File: config.mk
export PLATFORM = sky130hd
export DESIGN_NAME = fivm_vector_mask
export DESIGN_NICKNAME = d
export VERILOG_FILES = /design/src/hdl/fivm_pkg.sv /design/src/hdl/fivm_vector_mask.sv
export SDC_FILE = /design/constraint.sdc
export NUM_CORES = 1
export LEC_CHECK = 0
export BUFFER_PORTS_ARGS = -buffer_cell sky130_fd_sc_hd__buf_4
export CAP_MARGIN = 20
export CORE_MARGIN = 2
export CORE_UTILIZATION = 38
export DETAILED_ROUTE_END_ITERATION = 8
export PLACE_DENSITY = 0.76
export SETUP_SLACK_MARGIN = 0.02
export SLEW_MARGIN = 15
export SYNTH_ARGS = -nofsm -noshare
export SYNTH_HDL_FRONTEND = slang
export SYNTH_SLANG_ARGS = --single-unit
export TNS_END_PERCENT = 30
File: constraint.sdc
create_clock -name clk_sys -period 1.15 [get_ports clk_sys]
set_input_delay 0.0575 -clock clk_sys [delete_from_list [all_inputs] [get_ports clk_sys]]
set_output_delay 0.0575 -clock clk_sys [all_outputs]
set_load 0.01 [all_outputs]
File: src/hdl/fivm_pkg.sv
package fivm_pkg;
    // Register addresses on the parallel host port
    localparam logic [11:0] ADDR_MASK_LOW = 12'h902;
    localparam logic [11:0] ADDR_MASK_HIGH = 12'h903;
    // Register shape and reset values
    localparam int REG_W = 16;
    localparam logic [15:0] MASK_LOW_RST = 16'h0000;
    localparam logic [15:0] MASK_HIGH_RST = 16'h0000;
    // Framer count and per-framer category positions
    localparam int N_FRAMERS = 8;
    localparam int N_CAT = 4;
    localparam int CAT_HDLC = 3;
    localparam int CAT_ELASTIC = 2;
    localparam int CAT_RXLINE = 1;
    localparam int CAT_SYNC = 0;
    // Framers per mask register
    localparam int FR_PER_REG = 4;
endpackage

File: src/hdl/fivm_vector_mask.sv
`timescale 1ns/1ps
////////////////////////////////////////////////////////////////////////////
// How it works
// - mask one forces vector status to zero
// - mask zero passes event status unchanged
// - low register bits 11:8 mask framer 2
// - low register bits 7:4 mask framer 1
// - low register bits 3:0 mask framer 0
// - high register bits 15:12 mask framer 7
// - high bits 11,10 mask framer 6 H,E
// - framers 0-2 status gated by low mask
// - framer 7 status gated by high mask
// - low register bits 15:12 mask framer 3
// - high bits 9:0 mask framers 6,5,4
module fivm_vector_mask (
    // Clock and reset
    input wire logic clk_sys,
    input wire logic rst,
    // Host register port
    input wire logic hostWr,
    input wire logic hostRd,
    input wire logic [11:0] hostAddr,
    input wire logic [15:0] hostWrData,
    output logic [15:0] hostRdData,
    output logic hostRdHit,
    // Raw vector status per framer, {hdlc,elastic,rxline,sync}
    input wire logic [31:0] rawVecStatus,
    // Gated vector status per framer, same layout
    output logic [31:0] vecStatus,
    // Current mask, same layout, framer 0 in bits 3:0
    output logic [31:0] maskAll
);

////////////////////////////////////////////////////////////////////////////
// Mask storage

// Mask registers, low covers framers 0-3, high 4-7
logic [15:0] maskLow_q; // Framers 3..0, framer 0 in bits 3:0
logic [15:0] maskHigh_q; // Framers 7..4, framer 4 in bits 3:0
// Read-back pipeline, one cycle behind the read strobe
logic [15:0] rdData_q; // Returned word, zero on a miss
logic rdHit_q; // High for one cycle after a mapped read

// Address decode, shared by write and read
// Exact 12-bit match, no aliasing of nearby addresses
function automatic logic isAddr(input logic [11:0] a,
                                input logic [11:0] ref_a);
    return a == ref_a;
endfunction

// Host writes to low mask register
always_ff @(posedge clk_sys) begin
    if (rst) begin
        maskLow_q <= fivm_pkg::MASK_LOW_RST;
    end else if (hostWr && isAddr(hostAddr, fivm_pkg::ADDR_MASK_LOW)) begin
        maskLow_q <= hostWrData;
    end
end

// Host writes to high mask register
always_ff @(posedge clk_sys) begin
    if (rst) begin
        maskHigh_q <= fivm_pkg::MASK_HIGH_RST;
    end else if (hostWr && isAddr(hostAddr, fivm_pkg::ADDR_MASK_HIGH)) begin
        maskHigh_q <= hostWrData;
    end
end

// Registered read-back, zero for other addresses
// A write and a read on one edge: the read returns the old word,
// since both paths sample the registers before the edge updates them
// A miss clears the word, so stale data never lingers on the bus
always_ff @(posedge clk_sys) begin
    if (rst) begin
        // Nothing returned during reset
        rdData_q <= 16'h0000;
        rdHit_q <= 1'b0;
    end else if (hostRd && isAddr(hostAddr, fivm_pkg::ADDR_MASK_LOW)) begin
        rdData_q <= maskLow_q;
        rdHit_q <= 1'b1;
    end else if (hostRd && isAddr(hostAddr, fivm_pkg::ADDR_MASK_HIGH)) begin
        rdData_q <= maskHigh_q;
        rdHit_q <= 1'b1;
    end else begin
        rdData_q <= 16'h0000;
        rdHit_q <= 1'b0;
    end
end

assign hostRdData = rdData_q;
assign hostRdHit = rdHit_q;

////////////////////////////////////////////////////////////////////////////
// Per-framer gating

// Framer f uses nibble f of the concatenated masks
assign maskAll = {maskHigh_q, maskLow_q};

// One gate per framer, four categories each; the gating is
// combinational, so a mask write shows on the next cycle's status
// and a raw event passes in the cycle it arrives
genvar gf;
generate
    for (gf = 0; gf < fivm_pkg::N_FRAMERS; gf++) begin : g_fr
        // Nibble: bit3 HDLC, bit2 elastic, bit1 rx line, bit0 sync
        assign vecStatus[gf*4 +: 4] =
            rawVecStatus[gf*4 +: 4] & ~maskAll[gf*4 +: 4];
    end
endgenerate
// Framers 0-3 from low register
// Framers 4-7 from high register

////////////////////////////////////////////////////////////////////////////
// Checks

// Masked bits never reach the status outputs
mask_forces_zero_a: assert property (@(posedge clk_sys)
    disable iff (rst) (vecStatus & maskAll) == 32'h0000_0000)
    else $error("masked status bit is active");

// Unmasked bits follow their raw source in the same cycle
unmask_passes_a: assert property (@(posedge clk_sys)
    disable iff (rst)
    (vecStatus & ~maskAll) == (rawVecStatus & ~maskAll))
    else $error("unmasked status differs from raw");

// Low register bits 11:8 land in the framer 2 nibble
fr2_nibble_a: assert property (@(posedge clk_sys) disable iff (rst)
    hostWr && hostAddr == fivm_pkg::ADDR_MASK_LOW |=>
    maskAll[11:8] == $past(hostWrData[11:8]))
    else $error("framer 2 mask not in low bits 11:8");

// Low register bit 7 silences framer 1 HDLC status
fr1_nibble_a: assert property (@(posedge clk_sys) disable iff (rst)
    hostWr && hostAddr == fivm_pkg::ADDR_MASK_LOW && hostWrData[7] |=>
    !vecStatus[7])
    else $error("framer 1 hdlc not masked by bit 7");

// Low register bits 3:0 land in the framer 0 nibble
fr0_nibble_a: assert property (@(posedge clk_sys) disable iff (rst)
    hostWr && hostAddr == fivm_pkg::ADDR_MASK_LOW |=>
    maskAll[3:0] == $past(hostWrData[3:0]))
    else $error("framer 0 mask not in low bits 3:0");

// High register bits 15:12 land in the framer 7 nibble
fr7_nibble_a: assert property (@(posedge clk_sys) disable iff (rst)
    hostWr && hostAddr == fivm_pkg::ADDR_MASK_HIGH |=>
    maskAll[31:28] == $past(hostWrData[15:12]))
    else $error("framer 7 mask not in high bits 15:12");

// High register bit 11 silences framer 6 HDLC status
fr6_hdlc_a: assert property (@(posedge clk_sys) disable iff (rst)
    hostWr && hostAddr == fivm_pkg::ADDR_MASK_HIGH && hostWrData[11] |=>
    !vecStatus[27])
    else $error("framer 6 hdlc not masked by high bit 11");

// High register bit 10 silences framer 6 elastic status
fr6_elastic_a: assert property (@(posedge clk_sys) disable iff (rst)
    hostWr && hostAddr == fivm_pkg::ADDR_MASK_HIGH && hostWrData[10] |=>
    !vecStatus[26])
    else $error("framer 6 elastic not masked by high bit 10");

// Framers 0-2 status gated only by the low register
low_gating_a: assert property (@(posedge clk_sys) disable iff (rst)
    vecStatus[11:0] == (rawVecStatus[11:0] & ~maskLow_q[11:0]))
    else $error("framers 0-2 status not gated by low mask");

// Framer 7 rx line, elastic and sync gated by the high register
fr7_gating_a: assert property (@(posedge clk_sys) disable iff (rst)
    vecStatus[30:28] == (rawVecStatus[30:28] & ~maskHigh_q[14:12]))
    else $error("framer 7 status not gated by high mask");

// Low register bits 15:12 land in the framer 3 nibble
fr3_nibble_a: assert property (@(posedge clk_sys) disable iff (rst)
    hostWr && hostAddr == fivm_pkg::ADDR_MASK_LOW |=>
    maskAll[15:12] == $past(hostWrData[15:12]))
    else $error("framer 3 mask not in low bits 15:12");

// High register bits 9:0 land in framers 6, 5 and 4
fr456_bits_a: assert property (@(posedge clk_sys) disable iff (rst)
    hostWr && hostAddr == fivm_pkg::ADDR_MASK_HIGH |=>
    maskAll[25:16] == $past(hostWrData[9:0]))
    else $error("framers 4-6 mask not in high bits 9:0");

// High register reads back its stored value a cycle later
mask_readback_a: assert property (@(posedge clk_sys)
    disable iff (rst)
    hostRd && hostAddr == fivm_pkg::ADDR_MASK_HIGH |=>
    hostRdHit && hostRdData == $past(maskHigh_q))
    else $error("high mask readback wrong");

// Low register reads back its stored value a cycle later
low_readback_a: assert property (@(posedge clk_sys)
    disable iff (rst)
    hostRd && hostAddr == fivm_pkg::ADDR_MASK_LOW |=>
    hostRdHit && hostRdData == $past(maskLow_q))
    else $error("low mask readback wrong");

// Other addresses read as zero without a hit
unmapped_read_a: assert property (@(posedge clk_sys)
    disable iff (rst)
    hostRd && hostAddr != fivm_pkg::ADDR_MASK_LOW &&
    hostAddr != fivm_pkg::ADDR_MASK_HIGH |=>
    !hostRdHit && hostRdData == 16'h0000)
    else $error("unmapped read not zero");

// Reset clears every mask bit on the next cycle
reset_clear_a: assert property (@(posedge clk_sys)
    rst |=> maskAll == 32'h0000_0000)
    else $error("masks not cleared by reset");

// Main scenarios worth seeing
low_write_c: cover property (@(posedge clk_sys)
    hostWr && hostAddr == fivm_pkg::ADDR_MASK_LOW);
high_read_c: cover property (@(posedge clk_sys)
    hostRd && hostAddr == fivm_pkg::ADDR_MASK_HIGH);
low_read_c: cover property (@(posedge clk_sys)
    hostRd && hostAddr == fivm_pkg::ADDR_MASK_LOW);
unmapped_read_c: cover property (@(posedge clk_sys)
    hostRd && hostAddr != fivm_pkg::ADDR_MASK_LOW &&
    hostAddr != fivm_pkg::ADDR_MASK_HIGH);
event_masked_c: cover property (@(posedge clk_sys)
    (rawVecStatus & maskAll) != 32'h0000_0000);

endmodule

==> flow_summary.json <==
{
  "synth_top_family_by_area": "simple AND/OR/NAND/NOR gates",
  "fin_skew_ps": 3.642,
  "synthTopCellsByArea": "dfxtp_1, mux2i_1, nand2b_1",
  "synth_fa_ha_area_share_pct": 0,
  "synthSimpleGateAreaFrac_pct": 30.91,
  "cts_num_sinks": 49,
  "ys_warn_count": 0,
  "grt_max_degree": 34,
  "setup_viol": 0,
  "via_per_inst": 4.584,
  "cts_resized": 0,
  "wl_per_cell_um": 13.29,
  "synthMuxAreaShare_pct": 21.82,
  "max_freq_mhz": 1029,
  "power_leakage_nw": 1.855,
  "r2r_cells": 2,
  "worst_pin_slew_ps": 322.3,
  "slowest_stage": "dfxtp_1",
  "end_kind": "output port",
  "via_count": 1994,
  "htreeDepth": 2,
  "dieHeight_um": 80.13,
  "power.switching_mw": 0.7104,
  "clk_latency_ps": 290,
  "cp-start-kind": "register",
  "p_sw_share_pct": 20.90,
  "grt_pass1_wl_mm": 9.108,
  "p_clk_share_pct": 37.2,
  "synth-compound-area-share_pct": 0,
  "fp.dieArea_um2": 6420,
  "period_share_pct": 84.53,
  "ios": 145,
  "seq_power_share_pct": 49.9,
  "tns_ps": 0,
  "antenna_found_initial": 0,
  "cts_tree": "done",
  "clk_pin_slew_worst_paths_ps": 90,
  "place.gp.congestion": 0.7042,
  "rows": 27,
  "ys_seq_area_share_pct": 44.55,
  "placed_cell_area_um2": 3402,
  "ys_ff_latch": 49,
  "initial_core_util_pct": 39.75,
  "cp-startpoint": "maskHigh_q[0]$_SDFFE_PP0P_",
  "maxCapViolations": 0,
  "required_ps": 1090,
  "portBuffers": 144,
  "drive_above_1_share_pct": 45.73,
  "maxSlewViolCount": 0,
  "layout_commonest_cell": "buf_4",
  "cts-root-buf": "clkbuf_8",
  "dr.pass1.iters": 4,
  "synth_cells": 213,
  "syn2layout_area_growth_pct": 59.94,
  "critPathMaxStageDelay_ps": 410,
  "wirelength_mm": 5.782,
  "reg2reg_to": "maskLow_q[4]$_SDFFE_PP0P_",
  "holdBufCountCts": 0,
  "coreArea_um2": 5540,
  "final_hold_viol_count": 0,
  "crit_chain": "nor2b_1 -> buf_4",
  "rsz0062_at_grt": "false",
  "drtAntennaViolNets": 0,
  "regToRegSetupSlack_ps": 480,
  "hp-class": "in -> reg",
  "diodes": 0,
  "drt-initial-drc-count": 30,
  "grt_overflow": 0,
  "cp_max_fo": 4,
  "critical_path.endpoint": "vecStatus[16]",
  "avgSynthCellArea_um2": 10.34,
  "numCtsBuffers": 5,
  "syn-num-nets": 277,
  "synth_area_leader_cell": "dfxtp_1",
  "finalNetCount": 426,
  "peakVddDrop_mv": 0.6581,
  "final_cell_mix": "buf_4, dfxtp_1, nand2b_1, mux2i_1, nor2b_1",
  "cts_setup_buffers": 0,
  "synth-xor-area-share_pct": 0,
  "syn_area_um2": 2202,
  "pwr-share-comb_pct": 13.0,
  "drc_errors": 0,
  "p_per_area_nw_per_um2": 964.8,
  "crit_arrival_ps": 910,
  "yosysUniqueCellTypes": 15,
  "rr_startpoint": "maskLow_q[4]$_SDFFE_PP0P_",
  "die_w_um": 80.13,
  "critPathKind": "reg -> out",
  "intPower_mw": 2.688,
  "synth_top_area_share_pct": 44.55,
  "final_cell_area_um2": 3522,
  "place_hpwl_mm": 4.374,
  "cts_buffer_depth": 2,
  "status": "finished clean",
  "maxSlewHeadroom_pct": 78.52,
  "finalNonFillerCells": 435,
  "period_needed_ps": 972.1,
  "placed_cells": 427,
  "grt_pass1_vias": 2005,
  "gr-usage-all-layers_pct": 18.16
}
## how the worst min path moves through the flow
stage,start,to,slack [ps],cells after the start
2_1_floorplan,hostWrData[0],maskHigh_q[0]$_SDFFE_PP0P_,230,2
3_3_place_gp,hostWrData[7],maskLow_q[7]$_SDFFE_PP0P_,340,3
3_5_place_dp,hostWrData[1],maskLow_q[1]$_SDFFE_PP0P_,350,3
4_1_cts,hostWrData[0],maskLow_q[0]$_SDFFE_PP0P_,30,3
5_1_grt,hostWrData[1],maskHigh_q[1]$_SDFFE_PP0P_,40,3
6_report,hostWrData[0],maskLow_q[0]$_SDFFE_PP0P_,40,3
## layout make-up
type | instances | area, µm²
Sequential cell | 49 | 980.9
Inverter | 1 | 3.754
Clock inverter | 2 | 37.54
Timing Repair Buffer | 152 | 1166
Tap cell | 72 | 90.09
Fill cell | 499 | 2018
Clock buffer | 6 | 82.58
Multi-Input combinational cell | 153 | 1161
## synthesized netlist by cell type
library cell	number
nand4_2	1
nand2b_1	48
nand4_4	2
clkbuf_1	5
nor2b_1	34
buf_6	2
buf_2	3
nor2_1	16
and4bb_2	1
nor4_4	1
mux2i_1	48
nor3b_2	1
and2_1	1
dfxtp_1	49
inv_1	1
## metal layers
metal / global-route usage [%] / vias to the layer above / wire [µm]
met5: 0 / - / 0
met1: 20.80 / 920 / 2286
met4: 5.085 / 0 / 68
met3: 5.393 / 5 / 442
li1: - / 990 / -
met2: 32.58 / 79 / 2984
## power by group through the flow
stage	Clock, mW	Combinational (mW)	Sequential [mW]
2_1_floorplan	0	0.172	1.74
3_3_place_gp	0	0.438	1.74
3_5_place_dp	0	0.445	1.74
4_1_cts	1.31	0.446	1.70
5_1_grt	1.38	0.473	1.70
6_report	1.26	0.441	1.69
## cell families after synthesis
group,Yosys count
buffers and inverters,11
flip-flops,49
multiplexers,48
AND/OR/NAND/NOR,105
## through the flow
stage          setup WS, ps  power [mW]  util [%]  hold slack [ps]
2_1_floorplan         15.52       1.907         -            232.9
3_3_place_gp          1.924       2.173     61.40            343.9
3_5_place_dp         -13.94       2.180     61.40            349.3
4_1_cts               157.9       3.452     63.57            30.28
5_1_grt               78.87       3.552     63.57            38.25
6_report              177.9       3.398     63.57            39.79
## worst max-delay path, delay by kind of cell (launching register included)
| family | cells | cell delay [ps] |
|---|---|---|
| flip-flops | 1 | 410 |
| buffers and inverters | 1 | 140 |
| AND/OR/NAND/NOR | 1 | 70 |
## registers in the layout (all words and copies together) (netlist names)
register and cells:
maskHigh_q 16, maskLow_q 16, hostRdData 16, hostRdHit 1
Note: power is estimated with default switching activity, not from simulation.
